--- src/verilog/frs_map.svh ---
// register offsets, field positions, reset values and timing counts
// assumes a 32-bit classic wishbone slave decoding word indices
`ifndef FRS_MAP_SVH
`define FRS_MAP_SVH

// ==========================================
// register word indices (byte address = index * 4)
`define FRS_IDX_CTRL 10'h001
`define FRS_IDX_STAT 10'h002
`define FRS_IDX_ISTS 10'h003
`define FRS_IDX_IMSK 10'h004
`define FRS_IDX_RESP 10'h045
`define FRS_IDX_UNIT 10'h0c8

// ==========================================
// fault response setting fields
`define FRS_RSP_HI 7
`define FRS_RSP_LO 6
`define FRS_RTY_HI 5
`define FRS_RTY_LO 3
`define FRS_DLY_HI 2
`define FRS_DLY_LO 0
`define FRS_RSP_IGNORE 2'h0
`define FRS_RSP_GRACE 2'h1
`define FRS_RSP_SHUT 2'h2
`define FRS_RSP_HOLD 2'h3
`define FRS_RTY_NONE 3'h0
`define FRS_RTY_FOREVER 3'h7

// ==========================================
// control bits and interrupt event bits
`define FRS_CTRL_ON 0
`define FRS_CTRL_CLR 1
`define FRS_EV_FAULT 0
`define FRS_EV_RETRY 1
`define FRS_EV_LATCH 2
`define FRS_EV_GOOD 3

// ==========================================
// reset values
`define FRS_RESP_RST 8'h80
`define FRS_UNIT_RST 16'h0001
`define FRS_IMSK_RST 4'h0

// ==========================================
// timing: one delay unit step is 1 us of mclk
`define FRS_CLK_NS 50
`define FRS_TICK_NS 1000
`define FRS_CYC_TICK (`FRS_TICK_NS / `FRS_CLK_NS)

`endif

--- src/verilog/frs_pkg.sv ---
// types of the fault retry sequencer: bus carriers, states, whole state
// assumes frs_map.svh is on the include path
package frs_pkg;

   // ==========================================
   // wishbone request and answer carriers
   typedef struct packed {
      logic cyc;
      logic stb;
      logic we;
      logic [11:0] adr;
      logic [3:0] sel;
      logic [31:0] dat;
   } frs_wb_req_t;

   typedef struct packed {
      logic ack;
      logic [31:0] dat;
   } frs_wb_rsp_t;

   // ==========================================
   // sequencer states
   typedef enum logic [2:0] {
      FRS_IDLE,
      FRS_RUN,
      FRS_GRACE,
      FRS_HOLD,
      FRS_BACK,
      FRS_TRY,
      FRS_LATCH
   } frs_st_t;

   // ==========================================
   // every flip-flop of the block
   typedef struct packed {
      logic [3:0] s1;
      logic [3:0] s2;
      frs_st_t st;
      logic [7:0] resp;
      logic [15:0] unit;
      logic op_on;
      logic [4:0] presc;
      logic [15:0] ucnt;
      logic [7:0] dcnt;
      logic [2:0] tries;
      logic out_en;
      logic ack;
      logic [31:0] dat;
      logic [3:0] ists;
      logic [3:0] imsk;
      logic irq;
   } frs_state_t;

endpackage

--- src/verilog/frs_sequencer.sv ---
// fault retry sequencer: output under-voltage fault response with timed
// restarts, delay decode and a wishbone register file
// assumes fault and on/off inputs are pins, asynchronous to mclk
//
// What this block does
// - retry count taken from setting bits 5:3
// - retry zero: stay off until fault cleared
// - retries 1..6, then latch off until cleared
// - retry seven: restart forever until commanded off, bias lost or another fault
// - attempt starts spaced by decoded delay units
// - delay code n decodes to 2^n units
// - delay is grace time or restart interval
// - unit length comes from register 0xc8
// - response 01: run for delay, then retry
// - response 10: shut down now, then retry
// - response 11: off only while fault persists
// - clear, off-on cycle or bias loss clears latch
//
// Decided for this implementation: register access over Wishbone and the register offsets.
`timescale 1ns/1ps
`include "frs_map.svh"

module frs_sequencer (
   input wire logic mclk,
   input wire logic arst_n,
   input wire frs_pkg::frs_wb_req_t wb_req,
   output frs_pkg::frs_wb_rsp_t wb_rsp,
   input wire logic uv_fault,
   input wire logic ctrl_pin_on,
   input wire logic bias_ok,
   input wire logic other_fault,
   output logic out_enable,
   output logic irq
);

   // ==========================================
   // delay decode
   // code n gives 2^n delay units
   function automatic logic [7:0] frs_units(input logic [2:0] code);
      frs_units = 8'h01 << code;
   endfunction

   // ==========================================
   // state
   frs_pkg::frs_state_t r_reg; // registered state
   frs_pkg::frs_state_t r_next; // next state

   // reset image: settings at their defaults, sequencer idle, output off
   localparam frs_pkg::frs_state_t frs_rst_image = '{
      s1: 4'h0,
      s2: 4'h0,
      st: frs_pkg::FRS_IDLE,
      resp: `FRS_RESP_RST,
      unit: `FRS_UNIT_RST,
      op_on: 1'b0,
      presc: 5'h00,
      ucnt: 16'h0000,
      dcnt: 8'h00,
      tries: 3'h0,
      out_en: 1'b0,
      ack: 1'b0,
      dat: 32'h00000000,
      ists: 4'h0,
      imsk: `FRS_IMSK_RST,
      irq: 1'b0
   };

   // decoded view of inputs and settings
   logic fault; // synced under-voltage fault
   logic pin_on; // synced control pin
   logic bias; // synced bias good
   logic oth; // synced other shutdown fault
   logic want_on; // all on-conditions present
   logic [1:0] rsp; // response code
   logic [2:0] rty; // retry setting
   logic [2:0] dly; // delay code
   logic tick; // 1 us step
   logic utick; // one delay unit elapsed
   logic full; // unit tally has reached the decoded delay
   logic done; // decoded delay elapsed
   logic acc; // bus access this cycle
   logic wr; // bus write this cycle
   logic [9:0] idx; // word index
   logic clr; // clear-faults pulse
   logic trst; // restart delay timer
   frs_pkg::frs_st_t shut_to; // target after shutdown
   logic [3:0] ev; // interrupt events
   logic [3:0] w1c; // interrupt clear bits

   // ==========================================
   // input and setting decode
   always_comb begin
      fault = r_reg.s2[0];
      pin_on = r_reg.s2[1];
      bias = r_reg.s2[2];
      oth = r_reg.s2[3];
      want_on = r_reg.op_on & pin_on & bias;
      rsp = r_reg.resp[`FRS_RSP_HI:`FRS_RSP_LO];
      rty = r_reg.resp[`FRS_RTY_HI:`FRS_RTY_LO];
      dly = r_reg.resp[`FRS_DLY_HI:`FRS_DLY_LO];
      // no retries means stay off right away
      shut_to = (rty == `FRS_RTY_NONE) ? frs_pkg::FRS_LATCH : frs_pkg::FRS_BACK;
   end

   // ==========================================
   // delay timer: us prescaler, unit counter, unit tally
   always_comb begin
      tick = (r_reg.presc == 5'(`FRS_CYC_TICK - 1));
      // unit length from the unit register, zero acts as one
      utick = tick && (({1'b0, r_reg.ucnt} + 17'h00001) >= {1'b0, r_reg.unit});
      // delay is a count of decoded units
      full = (r_reg.dcnt >= frs_units(dly));
      // the last unit counts as done on its own tick, so attempt starts are
      // not pushed one cycle late by the registered tally
      done = full || (utick && ((r_reg.dcnt + 8'h01) >= frs_units(dly)));
   end

   // ==========================================
   // bus decode
   always_comb begin
      acc = wb_req.cyc & wb_req.stb & ~r_reg.ack;
      wr = acc & wb_req.we;
      idx = wb_req.adr[11:2];
      clr = wr && (idx == `FRS_IDX_CTRL) && wb_req.sel[0] && wb_req.dat[`FRS_CTRL_CLR];
      w1c = (wr && (idx == `FRS_IDX_ISTS) && wb_req.sel[0]) ? wb_req.dat[3:0] : 4'h0;
   end

   // ==========================================
   // next state
   always_comb begin
      r_next = r_reg;
      trst = 1'b0;
      ev = 4'h0;
      // two-stage synchronisers
      r_next.s1 = {other_fault, bias_ok, ctrl_pin_on, uv_fault};
      r_next.s2 = r_reg.s1;

      // timer advance
      r_next.presc = tick ? 5'h00 : r_reg.presc + 5'h01;
      if (utick) begin
         r_next.ucnt = 16'h0000;
      end else if (tick) begin
         r_next.ucnt = r_reg.ucnt + 16'h0001;
      end
      if (utick && !full) begin
         r_next.dcnt = r_reg.dcnt + 8'h01;
      end

      // single-cycle ack, read data
      r_next.ack = acc;
      if (acc && !wb_req.we) begin
         unique case (idx)
            `FRS_IDX_RESP: r_next.dat = {24'h000000, r_reg.resp};
            `FRS_IDX_UNIT: r_next.dat = {16'h0000, r_reg.unit};
            `FRS_IDX_CTRL: r_next.dat = {31'h00000000, r_reg.op_on};
            `FRS_IDX_STAT: r_next.dat = {24'h000000, r_reg.tries, r_reg.st,
                                         r_reg.out_en, fault};
            `FRS_IDX_ISTS: r_next.dat = {28'h0000000, r_reg.ists};
            `FRS_IDX_IMSK: r_next.dat = {28'h0000000, r_reg.imsk};
            default: r_next.dat = 32'h00000000;
         endcase
      end

      // register writes, byte lane 0 and 1
      if (wr) begin
         if (idx == `FRS_IDX_RESP && wb_req.sel[0]) begin
            r_next.resp = wb_req.dat[7:0];
         end
         if (idx == `FRS_IDX_UNIT) begin
            if (wb_req.sel[0]) begin
               r_next.unit[7:0] = wb_req.dat[7:0];
            end
            if (wb_req.sel[1]) begin
               r_next.unit[15:8] = wb_req.dat[15:8];
            end
         end
         if (idx == `FRS_IDX_CTRL && wb_req.sel[0]) begin
            r_next.op_on = wb_req.dat[`FRS_CTRL_ON];
         end
         if (idx == `FRS_IDX_IMSK && wb_req.sel[0]) begin
            r_next.imsk = wb_req.dat[3:0];
         end
      end

      // sequencer
      if (!want_on) begin
         // commanded off or bias lost: stop and forget
         r_next.st = frs_pkg::FRS_IDLE;
         r_next.tries = 3'h0;
         trst = 1'b1;
      end else if (oth && r_reg.st != frs_pkg::FRS_IDLE) begin
         // another fault forces shutdown, ends endless retry
         r_next.st = frs_pkg::FRS_LATCH;
      end else begin
         unique case (r_reg.st)
            frs_pkg::FRS_IDLE: begin
               // fresh start with clean counters, never into another fault
               if (!oth) begin
                  r_next.st = frs_pkg::FRS_RUN;
               end
               r_next.tries = 3'h0;
               trst = 1'b1;
            end
            frs_pkg::FRS_RUN: begin
               if (fault) begin
                  ev[`FRS_EV_FAULT] = 1'b1;
                  trst = 1'b1;
                  unique case (rsp)
                     `FRS_RSP_IGNORE: r_next.st = frs_pkg::FRS_RUN;
                     `FRS_RSP_GRACE: r_next.st = frs_pkg::FRS_GRACE;
                     `FRS_RSP_SHUT: r_next.st = shut_to;
                     `FRS_RSP_HOLD: r_next.st = frs_pkg::FRS_HOLD;
                  endcase
               end
            end
            frs_pkg::FRS_GRACE: begin
               // keep running for the delay
               if (!fault) begin
                  r_next.st = frs_pkg::FRS_RUN;
               end else if (done) begin
                  r_next.st = shut_to;
                  trst = 1'b1;
               end
            end
            frs_pkg::FRS_HOLD: begin
               // re-enable once the fault is gone
               if (!fault) begin
                  r_next.st = frs_pkg::FRS_RUN;
                  ev[`FRS_EV_GOOD] = 1'b1;
               end
            end
            frs_pkg::FRS_BACK: begin
               // output off, wait for the next attempt start
               if (done) begin
                  if (rty != `FRS_RTY_FOREVER && r_reg.tries == rty) begin
                     r_next.st = frs_pkg::FRS_LATCH;
                  end else begin
                     r_next.st = frs_pkg::FRS_TRY;
                     trst = 1'b1;
                     if (rty != `FRS_RTY_FOREVER) begin
                        r_next.tries = r_reg.tries + 3'h1;
                     end
                  end
               end
            end
            frs_pkg::FRS_TRY: begin
               // attempt fails on a fault, timer keeps spacing starts
               if (fault) begin
                  r_next.st = frs_pkg::FRS_BACK;
                  ev[`FRS_EV_FAULT] = 1'b1;
               end else if (done) begin
                  r_next.st = frs_pkg::FRS_RUN;
                  r_next.tries = 3'h0;
                  ev[`FRS_EV_GOOD] = 1'b1;
               end
            end
            frs_pkg::FRS_LATCH: begin
               // clear-faults reopens the sequence here, as does losing want_on above
               if (clr) begin
                  r_next.st = frs_pkg::FRS_IDLE;
                  r_next.tries = 3'h0;
                  trst = 1'b1;
               end
            end
            default: r_next.st = frs_pkg::FRS_IDLE;
         endcase
      end

      // timer restart
      if (trst) begin
         r_next.presc = 5'h00;
         r_next.ucnt = 16'h0000;
         r_next.dcnt = 8'h00;
      end

      // events from state moves
      if (r_next.st == frs_pkg::FRS_TRY && r_reg.st != frs_pkg::FRS_TRY) begin
         ev[`FRS_EV_RETRY] = 1'b1;
      end
      if (r_next.st == frs_pkg::FRS_LATCH && r_reg.st != frs_pkg::FRS_LATCH) begin
         ev[`FRS_EV_LATCH] = 1'b1;
      end

      // output on in running states, off at once on shutdown
      r_next.out_en = (r_next.st == frs_pkg::FRS_RUN) ||
                      (r_next.st == frs_pkg::FRS_GRACE) ||
                      (r_next.st == frs_pkg::FRS_TRY);

      // sticky events, write one to clear, a new event wins over the clear
      r_next.ists = (r_reg.ists & ~w1c) | ev;
      // level interrupt from unmasked status bits
      r_next.irq = |(r_next.ists & r_next.imsk);
   end

   // ==========================================
   // state register, reset loads constants only
   always_ff @(posedge mclk or negedge arst_n) begin
      if (!arst_n) begin
         r_reg <= frs_rst_image;
      end else begin
         r_reg <= r_next;
      end
   end

   // ==========================================
   // outputs straight from flip-flops
   assign wb_rsp = '{ack: r_reg.ack, dat: r_reg.dat};
   assign out_enable = r_reg.out_en;
   assign irq = r_reg.irq;

endmodule

--- config.mk ---
export PLATFORM = sky130hd
export DESIGN_NAME = frs_sequencer
export DESIGN_NICKNAME = d
export VERILOG_FILES = /design/src/verilog/frs_pkg.sv /design/src/verilog/frs_sequencer.sv
export VERILOG_INCLUDE_DIRS = /design/src /design/src/verilog
export SDC_FILE = /design/constraint.sdc
export NUM_CORES = 1
export LEC_CHECK = 0
export BUFFER_PORTS_ARGS = -buffer_cell sky130_fd_sc_hd__buf_2
export CAP_MARGIN = 15
export CORE_MARGIN = 4
export CORE_UTILIZATION = 55
export CTS_CLUSTER_SIZE = 14
export DETAILED_ROUTE_END_ITERATION = 12
export GPL_TIMING_DRIVEN = 0
export PLACE_DENSITY = 0.78
export SLEW_MARGIN = 15
export SYNTH_ARGS = -nofsm -noshare
export SYNTH_HDL_FRONTEND = slang
export SYNTH_SLANG_ARGS = --single-unit
export TNS_END_PERCENT = 50
--- constraint.sdc ---
create_clock -name mclk -period 4.6 [get_ports mclk]
set_clock_uncertainty 0.15 [all_clocks]
set_input_delay 0.46 -clock mclk [delete_from_list [all_inputs] [get_ports mclk]]
set_output_delay 0.46 -clock mclk [all_outputs]
set_load 0.02 [all_outputs]
==> impl_results.md <==
* Worst path required time at 4.71 ns
* Drt pass-1 iters at 5
* CTS tree: built
* Wire length per cell at 16.35 um
* Clk root buf: clkbuf_8
* Outcome: completed
* Crit path max fanout at 7
* Cell count after synthesis at 651
* Row Count at 37
* Worst EP arrival at 4.38 ns
* Fin. Hold Viols at 0
* Drt first-iter violations at 331
* Leak at 0.003286 uW
* Ys async rst share at 100.0%
* Initial Util at 57.13%
* Register-to-Register Path Depth at 15
* Final hold slack at 0.04052 ns
* DRC violations left at 0
* Startpoint types: flop
* First-pass GRT wire length at 24.02 mm
* Die span in y at 112.0 um
* Initial antenna violation count at 0
* Clk_lat worst skew at 0.38 ns
* HPWL after DPL at 10.95 mm
* Core area at 10420 um^2
* Clock sink count at 95
* Die area at 12550 um^2
* Syn_area_per_cell at 9.141 um^2
* Largest net degree at the start of global routing at 61
* Fill cells at 870
* Worst setup EP type: flop
* Pwr Density at 219.5 nW/um^2
* Post-layout util at 64.61%
* RSZ-0062 raised after global routing: no
* IO Count at 92
* Final WL at 14.34 mm
* Max reg flops at 65
* Relative slew slack at 32.16%
* Share of cells above drive strength 1 at 19.16%
* First element of the critical path: r_reg[54]
* Post-synth top flop: dfrtp_1
* FF+latch count, synth at 95
* Hold Crit Start: uv_fault
* Netlist Area Pre-Place at 5951 um^2
* Vias in the first global route at 4942
* P&R area growth vs syn at 13.10%
* Post-route antenna net violation count at 0
* Clock-pin slew on the worst setup and hold paths at 0.10 ns
* Yosys warnings at 0
* Min-Delay Path Depth at 1
* Setup-failing EPs final at 0
* Port Buffers at 54
* Number of library cell types mapped by synthesis at 67
* Final nets at 831
* Vias at 5106
* Slew Limit Fails at 0
* Post-layout min period at 4.268 ns
* Post-synth EDFFs at 0
* Setup TNS at 0 ns
* Routability cong. at 0.9764
* Max capacitance violation total at 0
* Grt total ovfl at 0
* Total CTS buffers at 9
* Die X at 112.0 um
* CTS H-tree lvls at 3
* Clock Tree Buf Depth at 2
* Ant diodes at 0
* Slew of the pin with the lowest slew margin at 1.015 ns
* Drt via density at 5.822
* Worst vdd ir at 0.1227 mV
* Worst hold-check path type: in2reg
* CP Class: reg2reg
* Final Cycle Share at 92.79%
* Register area share after synthesis at 39.99%
* F_max at 0.2343 GHz
* Reg-to-Reg Start: r_reg[54]
* All-Layer GR Usage at 23.23%
placed cells by master (no fill, tap or decap), types with 7 or more instances in the layout:
cell      instances
xor2_1           18
inv_1            30
nand3_1          20
nor3_1           16
a22oi_1           7
o31ai_1          10
dfrtp_1          92
conb_1           16
buf_4            37
and3_1           10
clkbuf_1         20
nor2_1           52
ha_1             38
clkbuf_8          9
a21o_1            7
a21oi_1          18
xnor2_1           9
mux2i_1           7
buf_2            53
mux2_2           12
nand4_1          11
o21ai_0          45
a22o_1            7
nand2_1          84
worst paths after layout:
kind | to | slack, ns
worst min register to register | fault | 0.21
worst max register to register | out_enable | 0.33
worst max-delay path | out_enable | 0.33
max in group asynchronous | r_reg[76] | 3.19
min in group asynchronous | r_reg[63] | 0.41
worst min-delay path | r_next[103] | 0.04
critical path: stages, from the launching register on:
cell and delay, ns:
dfrtp_2 0.43, ha_1 0.28, nand2_1 0.15, nor4_4 0.38, nand3_1 0.14, or2_2 0.30
nand2_1 0.11, ha_1 0.26, a21o_1 0.18, a221o_1 0.37, a31oi_4 0.21, a31o_4 0.24
nor3_1 0.06, o41ai_1 0.42, o211ai_1 0.20, a32o_1 0.27
logic make-up (layout without fill, tap and decap cells):
family                     count (synthesis)  in the layout  synth area share (%)
and+or+nand+nor                          233            233                 18.97
AOI/OAI and AO/OA                        152            152                 17.81
DFF                                       95             95                 39.99
buffers and inverters                     86            161                 7.759
adders and majority gates                 38             38                 7.990
xor gates and xnor gates                  27             27                 3.974
muxes                                     19             19                 3.448
other                                      1             16               0.06302
stage by stage:
stage	std cells	power, uW	worst slack (ns)	instance area (um^2)
CTS	874	1486	0.02926	6671
global route	877	1531	0.04630	6730
detailed placement	857	955.3	0.09359	6477
finish	877	1478	0.3318	6730
floorplan	666	906.8	0.7383	6007
global placement	856	949.7	0.1030	6447
synth_stat cells (all sizes together), types with 4 or more instances:
| cell type | number | share of area [%] |
|---|---|---|
| a22oi | 8 | 1.1 |
| nor3 | 16 | 1.3 |
| o41ai | 4 | 0.90 |
| a31oi | 6 | 0.63 |
| clkbuf | 20 | 1.3 |
| dfrtp | 93 | 39 |
| xnor2 | 9 | 1.3 |
| xor2 | 18 | 2.6 |
| buf | 36 | 4.6 |
| or2 | 4 | 0.42 |
| nand2 | 84 | 5.3 |
| o31ai | 10 | 1.3 |
| and3 | 10 | 1.1 |
| inv | 30 | 1.9 |
| nand3 | 21 | 1.9 |
| a21o | 7 | 0.88 |
| nand4 | 12 | 1.4 |
| nand3b | 5 | 0.63 |
| mux2i | 7 | 1.2 |
| a21oi | 18 | 1.5 |
| mux2 | 12 | 2.3 |
| a211oi | 6 | 0.76 |
| nand2b | 4 | 0.42 |
| and2 | 6 | 0.63 |
| a221oi | 4 | 0.59 |
| o211ai | 5 | 0.63 |
| a22o | 7 | 1.0 |
| ha | 38 | 8.0 |
| nor2 | 54 | 3.6 |
| o21ai | 45 | 3.8 |
metal layers:
| metal | up-vias | global-route usage (%) | routed length, um |
|---|---|---|---|
| met2 | 170 | 37.57 | 6767 |
| met1 | 2437 | 31.11 | 6245 |
| met4 | 0 | 9.696 | 381 |
| li1 | 2466 | - | - |
| met3 | 33 | 4.043 | 941 |
| met5 | - | 0 | 0 |
where the power goes:
part           leakage [uW]  internal (uW)  switching, uW
Clock             0.0000973            209            328
Combinational       0.00199           35.1           60.3
Sequential          0.00120            841           3.19
Total               0.00329           1090            392
what timing repair did:
item	4_1_cts	5_1_grt
hold endpoints to repair	34	0
setup endpoints to repair	0	33
hold buffers	1	0
buffers inserted	0	3
gates resized for setup	0	6
final cells by class:
type | count | area [um^2] | share of cell area, %
timing repair buffer | 59 | 332.8 | 4.945
clock buffer | 9 | 123.9 | 1.840
sequential | 95 | 2381 | 35.38
multi-input combinational | 485 | 3201 | 47.56
tap | 136 | 170.2 | 2.528
inverter | 30 | 112.6 | 1.673
buffer | 56 | 349.1 | 5.187
clock inverter | 7 | 60.06 | 0.8924
(Power assumes the default switching activity.)
